==> config.mk <==
export PLATFORM = sky130hd
export DESIGN_NAME = gpio_port
export DESIGN_NICKNAME = d
export VERILOG_FILES = /design/src/rtl/gpio_pkg.sv /design/src/rtl/setup_if.sv /design/src/rtl/pin_sync.sv /design/src/rtl/setup_store.sv /design/src/rtl/gpio_port.sv
export SDC_FILE = /design/constraint.sdc
export NUM_CORES = 1
export LEC_CHECK = 0
export ABC_CLOCK_PERIOD_IN_PS = 2760
export BUFFER_PORTS_ARGS = -buffer_cell sky130_fd_sc_hd__buf_2
export CAP_MARGIN = 20
export CELL_PAD_IN_SITES_DETAIL_PLACEMENT = 0
export CELL_PAD_IN_SITES_GLOBAL_PLACEMENT = 1
export CORE_ASPECT_RATIO = 1.4
export CORE_UTILIZATION = 40
export DETAILED_ROUTE_END_ITERATION = 10
export GPL_TIMING_DRIVEN = 0
export HOLD_SLACK_MARGIN = 0.02
export PLACE_DENSITY = 0.75
export SYNTH_ARGS = -nofsm -noshare
export SYNTH_HDL_FRONTEND = slang
export SYNTH_SLANG_ARGS = --single-unit
export TNS_END_PERCENT = 5
==> constraint.sdc <==
create_clock -name clk -period 2.76 [get_ports clk]
set_input_delay 0.276 -clock clk [delete_from_list [all_inputs] [get_ports clk]]
set_output_delay 0.276 -clock clk [all_outputs]
set_load 0.01 [all_outputs]
==> src/rtl/gpio_pkg.sv <==
/*
  Constants for the 32-pin I/O port: register offsets, setup word field
  positions, encodings and reset values.
  Assumes a 12-bit byte address on the register port.
*/
package gpio_pkg;
  localparam int          NUM_PINS   = 32;
  localparam int          ADDR_W     = 12;
  localparam int          DATA_W     = 32;
  localparam int          DRV_W      = 3;
  // register byte offsets
  localparam logic [11:0] OFS_DRIVE_LEVEL  = 12'h504;
  localparam logic [11:0] OFS_DRIVE_SET    = 12'h508;
  localparam logic [11:0] OFS_DRIVE_CLR    = 12'h50c;
  localparam logic [11:0] OFS_PIN_LEVEL    = 12'h510;
  localparam logic [11:0] OFS_OE_MASK      = 12'h514;
  localparam logic [11:0] OFS_OE_SET       = 12'h518;
  localparam logic [11:0] OFS_OE_CLR       = 12'h51c;
  localparam logic [11:0] OFS_SETUP_FIRST  = 12'h700;
  localparam logic [11:0] OFS_SETUP_LAST   = 12'h77c;
  // setup word field positions
  localparam int          F_DIR      = 0;
  localparam int          F_INPUT    = 1;
  localparam int          F_PULL_LO  = 2;
  localparam int          F_DRIVE_LO = 8;
  localparam int          F_SENSE_LO = 16;
  // writable bits of a setup word other than direction
  localparam logic [31:0] SETUP_WMASK = 32'h0003_070e;
  // field encodings
  localparam logic [1:0]  PULL_DOWN  = 2'h1;
  localparam logic [1:0]  PULL_UP    = 2'h3;
  localparam logic [1:0]  SENSE_HIGH = 2'h2;
  localparam logic [1:0]  SENSE_LOW  = 2'h3;
  // reset values
  localparam logic [31:0] SETUP_RST  = 32'h0000_0002;
  localparam logic [31:0] DRIVE_RST  = 32'h0000_0000;
  localparam logic [31:0] OE_RST     = 32'h0000_0000;
  // pins wired to the analog tap
  localparam logic [31:0] ANALOG_CAPABLE = 32'h0000_00ff;
endpackage : gpio_pkg

==> src/rtl/setup_if.sv <==
/*
  Carrier between the port logic and the setup word store.
  Assumes both ends sit on the same clock.
*/
`timescale 1ns/1ps
interface setup_if;
  import gpio_pkg::*;
  logic                               wr_en;
  logic [4:0]                         wr_idx;
  logic [31:0]                        wr_data;
  logic [NUM_PINS-1:0][DATA_W-1:0]    words;
  modport store (input wr_en, input wr_idx, input wr_data, output words);
  modport ctrl  (output wr_en, output wr_idx, output wr_data, input words);
endinterface : setup_if

==> src/rtl/pin_sync.sv <==
/*
  Two-stage synchroniser for the pin inputs.
  Assumes the inputs are asynchronous to clk.
*/
`timescale 1ns/1ps
module pin_sync (
  // clock and reset
  input  wire logic          clk,
  input  wire logic          reset,
  // data
  input  wire logic [31:0]   d,
  output logic      [31:0]   q
);
  import gpio_pkg::*;

  typedef struct packed {
    logic [31:0] s1;
    logic [31:0] s2;
  } sync_s;

  sync_s st_r;
  sync_s st_nxt;

  // first stage feeds only the second
  always_comb begin
    st_nxt    = st_r;
    st_nxt.s1 = d;
    st_nxt.s2 = st_r.s1;
  end

  always_ff @(posedge clk) begin
    if (reset) begin
      st_r <= '0;
    end else begin
      st_r <= st_nxt;
    end
  end

  assign q = st_r.s2;
endmodule : pin_sync

==> src/rtl/setup_store.sv <==
/*
  Retained store of the 32 per-pin setup words (direction bit excluded).
  Assumes writes arrive already masked; nothing but reset clears it.
*/
`timescale 1ns/1ps
module setup_store (
  // clock and reset
  input  wire logic clk,
  input  wire logic reset,
  // store port
  setup_if.store    sb
);
  import gpio_pkg::*;

  typedef struct packed {
    logic [NUM_PINS-1:0][DATA_W-1:0] w;
  } store_s;

  store_s st_r;
  store_s st_nxt;

  // power mode changes never touch the words, only reset does
  always_comb begin
    st_nxt = st_r;
    if (sb.wr_en) begin
      st_nxt.w[sb.wr_idx] = sb.wr_data;
    end
  end

  always_ff @(posedge clk) begin
    if (reset) begin
      st_r <= {NUM_PINS{SETUP_RST}};
    end else begin
      st_r <= st_nxt;
    end
  end

  assign sb.words = st_r.w;
endmodule : setup_store

==> src/rtl/gpio_port.sv <==
/*
  32-pin general-purpose I/O port with per-pin setup words, level sense
  and a shared detect line; registers on a plain strobe port.
  Assumes a single clock, pins asynchronous, peripheral requests on clk.
*/
// Our own choice: the plain strobed port.
// Function
// - port of 32 pins, each with a setup word indexed by pin
// - setup word selects direction, drive, pulls, sense and input buffer
// - setup words are retained across power mode changes
// - sensing enabled and chosen level present raises the shared detect line
// - sense and detect keep working in both ON and OFF modes
// - each pin's input buffer can be disconnected to save power
// - input level and sense see pin data only while buffer connected
// - peripherals can take over output level and direction, and read inputs
// - direction register and setup direction bits are one shared state
// - write to drive set alias sets chosen bits, others unchanged
// - write to drive clear alias clears chosen bits, others unchanged
// - direction register holds one bit per pin, with set and clear aliases
// - setup words sit at consecutive words, pin 0 to pin 31
`timescale 1ns/1ps
module gpio_port (
  // clock and reset
  input  wire logic                          clk,
  input  wire logic                          reset,
  // register port
  input  wire logic [gpio_pkg::ADDR_W-1:0]   reg_addr,
  input  wire logic [gpio_pkg::DATA_W-1:0]   reg_wdata,
  input  wire logic                          reg_wr,
  input  wire logic                          reg_rd,
  output logic      [gpio_pkg::DATA_W-1:0]   reg_rdata,
  // power state
  input  wire logic                          power_off,
  // pins
  input  wire logic [gpio_pkg::NUM_PINS-1:0] pin_in,
  output logic      [gpio_pkg::NUM_PINS-1:0] pin_out,
  output logic      [gpio_pkg::NUM_PINS-1:0] pin_oe_n,
  output logic      [gpio_pkg::NUM_PINS-1:0] pin_pull_up,
  output logic      [gpio_pkg::NUM_PINS-1:0] pin_pull_down,
  output logic      [gpio_pkg::NUM_PINS*gpio_pkg::DRV_W-1:0] pin_drive,
  // peripheral takeover
  input  wire logic [gpio_pkg::NUM_PINS-1:0] periph_own,
  input  wire logic [gpio_pkg::NUM_PINS-1:0] periph_out,
  input  wire logic [gpio_pkg::NUM_PINS-1:0] periph_oe,
  input  wire logic [gpio_pkg::NUM_PINS-1:0] periph_analog_req,
  output logic      [gpio_pkg::NUM_PINS-1:0] periph_in,
  output logic      [gpio_pkg::NUM_PINS-1:0] analog_pin_tap,
  // shared detect line
  output logic                               detect
);
  import gpio_pkg::*;

  typedef struct packed {
    logic [NUM_PINS-1:0]       drive_lvl;
    logic [NUM_PINS-1:0]       dir;
    logic [DATA_W-1:0]         rdata;
    logic [NUM_PINS-1:0]       out;
    logic [NUM_PINS-1:0]       oe_n;
    logic [NUM_PINS-1:0]       pu;
    logic [NUM_PINS-1:0]       pd;
    logic [NUM_PINS*DRV_W-1:0] drv;
    logic [NUM_PINS-1:0]       ana;
    logic [NUM_PINS-1:0]       lvl;
    logic                      det;
  } port_s;

  port_s               st_r;
  port_s               st_nxt;

  setup_if             sb ();
  logic [NUM_PINS-1:0] pin_sync_q;
  logic [NUM_PINS-1:0] conn;
  logic [NUM_PINS-1:0] lvl_now;
  logic [NUM_PINS-1:0] sense_hit;
  logic [NUM_PINS-1:0] pu_cfg;
  logic [NUM_PINS-1:0] pd_cfg;
  logic [NUM_PINS*DRV_W-1:0] drv_cfg;
  logic                in_setup;
  logic [4:0]          setup_idx;
  logic                wr_ok;

  // pins are asynchronous, so two flops before anything looks at them
  pin_sync u_sync (
    .clk   (clk),
    .reset (reset),
    .d     (pin_in),
    .q     (pin_sync_q)
  );

  // retained words hold everything but the direction bit
  setup_store u_store (
    .clk   (clk),
    .reset (reset),
    .sb    (sb)
  );

  // setup words occupy one aligned word per pin
  assign in_setup  = (reg_addr >= OFS_SETUP_FIRST) && (reg_addr <= OFS_SETUP_LAST)
                     && (reg_addr[1:0] == 2'h0);
  assign setup_idx = reg_addr[6:2];

  // the cpu is halted in OFF mode, so register writes only land in ON
  assign wr_ok = reg_wr && !power_off;

  // store write path; direction bit is kept in the port vector instead
  assign sb.wr_en   = wr_ok && in_setup;
  assign sb.wr_idx  = setup_idx;
  assign sb.wr_data = reg_wdata & SETUP_WMASK;

  // per-pin decode of the setup words
  for (genvar i = 0; i < NUM_PINS; i++) begin : g_pin
    // buffer connect bit clear means connected
    assign conn[i]    = ~sb.words[i][F_INPUT];
    // disconnected buffers read as low and cannot trigger sense
    assign lvl_now[i] = conn[i] & pin_sync_q[i];
    assign sense_hit[i] = conn[i] &
      (((sb.words[i][F_SENSE_LO +: 2] == SENSE_HIGH) & pin_sync_q[i]) |
       ((sb.words[i][F_SENSE_LO +: 2] == SENSE_LOW) & ~pin_sync_q[i]));
    assign pu_cfg[i]  = (sb.words[i][F_PULL_LO +: 2] == PULL_UP);
    assign pd_cfg[i]  = (sb.words[i][F_PULL_LO +: 2] == PULL_DOWN);
    assign drv_cfg[i*DRV_W +: DRV_W] = sb.words[i][F_DRIVE_LO +: DRV_W];
  end

  // next state of the whole port
  always_comb begin
    st_nxt = st_r;

    // register writes
    if (wr_ok) begin
      case (reg_addr)
        OFS_DRIVE_LEVEL: begin
          st_nxt.drive_lvl = reg_wdata;
        end
        OFS_DRIVE_SET: begin
          st_nxt.drive_lvl = st_r.drive_lvl | reg_wdata;
        end
        OFS_DRIVE_CLR: begin
          st_nxt.drive_lvl = st_r.drive_lvl & ~reg_wdata;
        end
        OFS_OE_MASK: begin
          st_nxt.dir = reg_wdata;
        end
        OFS_OE_SET: begin
          st_nxt.dir = st_r.dir | reg_wdata;
        end
        OFS_OE_CLR: begin
          st_nxt.dir = st_r.dir & ~reg_wdata;
        end
        default: begin
          // one direction state serves both views
          if (in_setup) begin
            st_nxt.dir[setup_idx] = reg_wdata[F_DIR];
          end
        end
      endcase
    end

    // read data stand for one cycle only, zero otherwise
    st_nxt.rdata = '0;
    if (reg_rd) begin
      case (reg_addr)
        OFS_DRIVE_LEVEL,
        OFS_DRIVE_SET,
        OFS_DRIVE_CLR: begin
          st_nxt.rdata = st_r.drive_lvl;
        end
        OFS_PIN_LEVEL: begin
          st_nxt.rdata = lvl_now;
        end
        OFS_OE_MASK,
        OFS_OE_SET,
        OFS_OE_CLR: begin
          st_nxt.rdata = st_r.dir;
        end
        default: begin
          if (in_setup) begin
            st_nxt.rdata = sb.words[setup_idx] |
                           {31'h0000_0000, st_r.dir[setup_idx]};
          end
        end
      endcase
    end

    // pin drive: an owning peripheral replaces level and direction
    st_nxt.out  = (periph_own & periph_out) | (~periph_own & st_r.drive_lvl);
    st_nxt.oe_n = ~((periph_own & periph_oe) | (~periph_own & st_r.dir));
    st_nxt.pu   = pu_cfg;
    st_nxt.pd   = pd_cfg;
    st_nxt.drv  = drv_cfg;

    // only wired pins can reach the analog tap
    st_nxt.ana  = periph_analog_req & ANALOG_CAPABLE;
    st_nxt.lvl  = lvl_now;

    // no power gating here, so detect runs in OFF mode too
    st_nxt.det  = |sense_hit;
  end

  // system reset only; the power mode input never clears state
  always_ff @(posedge clk) begin
    if (reset) begin
      st_r           <= '0;
      st_r.drive_lvl <= DRIVE_RST;
      st_r.dir       <= OE_RST;
      st_r.oe_n      <= '1;
    end else begin
      st_r <= st_nxt;
    end
  end

  // all outputs straight from the state flops
  assign reg_rdata      = st_r.rdata;
  assign pin_out        = st_r.out;
  assign pin_oe_n       = st_r.oe_n;
  assign pin_pull_up    = st_r.pu;
  assign pin_pull_down  = st_r.pd;
  assign pin_drive      = st_r.drv;
  assign periph_in      = st_r.lvl;
  assign analog_pin_tap = st_r.ana;
  assign detect         = st_r.det;
endmodule : gpio_port

==> summary.md <==
| Metric | Value |
|---|---|
| Area used by multi-input combinational logic | 0.01288 sq mm |
| Total CTS buffers | 70 |
| Postcts setup bufs | 0 |
| Status | complete, but fails checks |
| Synth async-reset ratio | 0 |
| Hold WC Path Type | in -> reg |
| Failing checks | negative setup slack |
| Max Clock Skew | 33.15 ps |
| Prevailing post-synth register cell | dfxtp_1 |
| Cell area after synthesis | roughly 0.03 sq mm |
| Hold EP | pin_out[10]$_SDFF_PP0_ |
| Crit start category | input port |
| CTS tree | built |
| Root buffer cell | clkbuf_16 |
| Total GRT Usage | 0.3587 |
| DIE HEIGHT | 324.1 um |
| Fmax | 333.6 MHz |
| Setup crit end kind | flip-flop |
| Crit Path Class | in -> reg |
| Initial antenna violation count | 3 |
| PwrDens | 577.3 mW/mm^2 |
| Nets | 4,134 |
| Final setup fails | between 70 and 80 |
| Initial Util | 0.4057 |
| Via count | 27.14k |
| Full die area | between 0.07 and 0.08 sq mm |
| RR Endpoint | reg_rdata[10]$_SDFF_PP0_ |
| HP Start | periph_own[10] |
| Placement row count | about 120 |
| Crit share post-route | 1.086 |
| FF-to-FF path depth | 3 |
| Pin count of the biggest net entering global routing | 15 |
| Die X | roughly 230 um |
| Cell variety after synth | 71 |
| Post-detail-place hpwl | 104,400 um |
| Clk Latency, worst-skew pair | between 600 and 700 ps |
| Synth Warn # | 0 |
| Mean post-synth cell area | 9.420 sq um |
| Relative slew slack | 0.1890 |
| Worst ir drop on vdd | 448.9 uV |
| Yosys reg bits | about 680 |
| Fraction of layout cells with a size suffix above 1 | 0.2869 |
| Unrepaired setup endpoints after global routing | yes |
| Register area share after synthesis | 0.4600 |
| Drt pass-1 iters | 8 |
| R2r setup slk | 480 ps |
| First-pass GRT wire length | roughly 190,000 um |
| Worst hold slack | approximately 15 ps |
| Clk buf depth | 3 |
| Core Footprint | about 0.073 sq mm |
| Residual DRC | 0 |
| Crit path DAT | 3490 ps |
| Max Cap Viol | 0 |
| IO Port Bufs | between 400 and 500 |
| Pleak | 0.01617 uW |
| Area grow syn2layout | 28.53% |
| Final Hold Fails | 0 |
| Worst slew pin tran | roughly 1200 ps |
| CP max FO | 10 |
| Post-DR vias/cell | roughly 5.5 |
| Total Wirelength | 137,200 um |
| Routed WL per cell | 27.81 um |
| EDFF count, synth | 0 |
| 1st-iter DRT viols | 2,562 |
| Routed Antenna Nets | 0 |
| Syn Inst Count | 3,146 |
| Final worst setup slack | -237.9 ps |
| Crit. Startpoint | reset |
| Boundary Pins | 530 |
| CTS H-tree depth | 3 |
| Final GP Congestion | about 1.1 |
| R2r startpoint | u_sync.q[10]$_SDFF_PP0_ |
| Sequential cell area | 0.01363 sq mm |
| Reg clk slew, reported paths | 60 ps |
| Setup TNS | -6304 ps |
| Vias in the first global route | 26.09k |
| Max-slew violation count | 0 |
| Fillers | 6,939 |
| Data required time at the worst endpoint | approximately 3300 ps |
| Global route total overflow | 0 |
| Clk sinks | 681 |
| Hold Path Stages | 3 |
| Final min period | ~3000 ps |
[per-layer routing]
metal / vias to the layer above / track usage / wire length [um]
li1: 12060 / - / -
met1: 13020 / 0.3868 / 48420
met2: 1608 / 0.6042 / 65030
met3: 455 / 0.07147 / 10690
met4: 2 / 0.3019 / 13080
met5: - / 0 / 12
[registers in the layout (all words and copies together) (netlist names)]
register and cells:
pin_pull_up 32, u_sync.q 32, u_store.sb.words 256, reg_rdata 32, pin_out 32, pin_pull_down 32
pin_oe_n 32, pin_drive 96, u_sync.st_nxt 32, st_r 64, periph_in 32, detect 1
analog_pin_tap 8
[cell families (layout without fill, tap and decap cells)]
group / count (synthesis) / count (layout) / share of synthesized area
mux: 212 / 212 / 0.09702
compound gates: 491 / 491 / 0.1092
buf+inv: 552 / 1363 / 0.1124
other cells: 1 / 27 / 0.0001265
flops: 681 / 681 / 0.4600
xor+xnor: 36 / 36 / 0.01064
simple gates: 1173 / 1173 / 0.2106
[critical path, cell delays in order]
cell	delay [ps]
buf_2	100
clkbuf_1	650
clkbuf_1	810
buf_1	840
clkbuf_1	620
nor2_1	160
[timing repair]
action,in CTS,in global routing
pin swaps,0,1
endpoints found under the setup margin,128,55
gates resized for setup,26,10
hold buffers,189,0
endpoints found under the hold margin,127,0
cloned,0,0
[stage by stage]
stage	total power (uW)	instance area, sq um	util	setup WS [ps]	instances
after floorplan	10870	29720	-	475.3	3169
after global routing	22580	38080	0.5213	-111.3	4932
after detailed placement	11610	33550	0.4593	-1331	4614
after global placement	11580	33270	0.4555	-1419	4593
after CTS	22060	38010	0.5203	-4.167	4930
final	21990	38090	0.5214	-237.9	4935
[Yosys cell counts (21+ instances only)]
library cell | instances | area share
nor2_1 | 199 | 0.025
o31ai_1 | 21 | 0.0053
nand3_2 | 25 | 0.0084
nand3b_1 | 46 | 0.012
nand2_1 | 370 | 0.047
dfxtp_1 | 681 | 0.46
mux2i_1 | 132 | 0.045
mux2_2 | 22 | 0.0084
nand3_1 | 28 | 0.0047
xor2_1 | 32 | 0.0095
buf_4 | 321 | 0.081
clkbuf_1 | 172 | 0.022
buf_2 | 25 | 0.0042
o21a_1 | 32 | 0.0081
nor3b_1 | 34 | 0.0086
mux4_2 | 58 | 0.044
or2_2 | 35 | 0.0074
and3b_1 | 32 | 0.0095
o2bb2ai_1 | 32 | 0.0095
a21oi_1 | 216 | 0.036
nor3_1 | 57 | 0.0096
nor4_1 | 22 | 0.0046
nand2b_1 | 57 | 0.012
a211o_1 | 37 | 0.011
nor2b_1 | 198 | 0.042
o22ai_1 | 46 | 0.0097
[where the power goes]
| group | internal [uW] | switching [uW] | leakage [uW] |
|---|---|---|---|
| registers | 9910 | 51.0 | 0.00551 |
| clock network | 6110 | 4220 | 0.00121 |
| logic | 646 | 1060 | 0.00944 |
| total | 16700 | 5320 | 0.0162 |
[worst max path at each step]
stage | end | slack, ps | cells after the start
after CTS | u_store.sb.words[707]$_SDFFE_PP0P_ | -4 | 7
final | periph_in[7]$_SDFF_PP0_ | -240 | 6
after detailed placement | reg_rdata[3]$_SDFF_PP0_ | -1330 | 10
after global routing | reg_rdata[2]$_SDFF_PP0_ | -110 | 9
after global placement | reg_rdata[16]$_SDFF_PP0_ | -1420 | 9
after floorplan | u_store.sb.words[609]$_SDFFE_PP1P_ | 480 | 8
[cell type report]
class                      count  area share
antenna                        3   0.0001971
buffer                       537     0.08738
clock buffer                  93     0.05197
clock inverter                34     0.01294
inverter                      15    0.001478
multi-input combinational   1936      0.3382
sequential                   681      0.3579
tap                          952     0.03127
timing repair buffer         684      0.1186
[placed cells by master, fill, tap and decap left out, drive strengths merged, types with 34 or more instances in the layout]
master       Yosys  layout
a211o           37      37
a21oi          216     216
buf            365     858
clkbuf         172     263
dfxtp          681     681
dlygate4sd3      0     189
mux2i          132     132
mux4            58      58
nand2          370     370
nand2b          57      57
nand3           53      53
nand3b          46      46
nor2           200     200
nor2b          198     198
nor3            58      58
nor3b           34      34
nor4            34      34
o22ai           46      46
or2             35      35
Power figures use the tool's default switching activity.
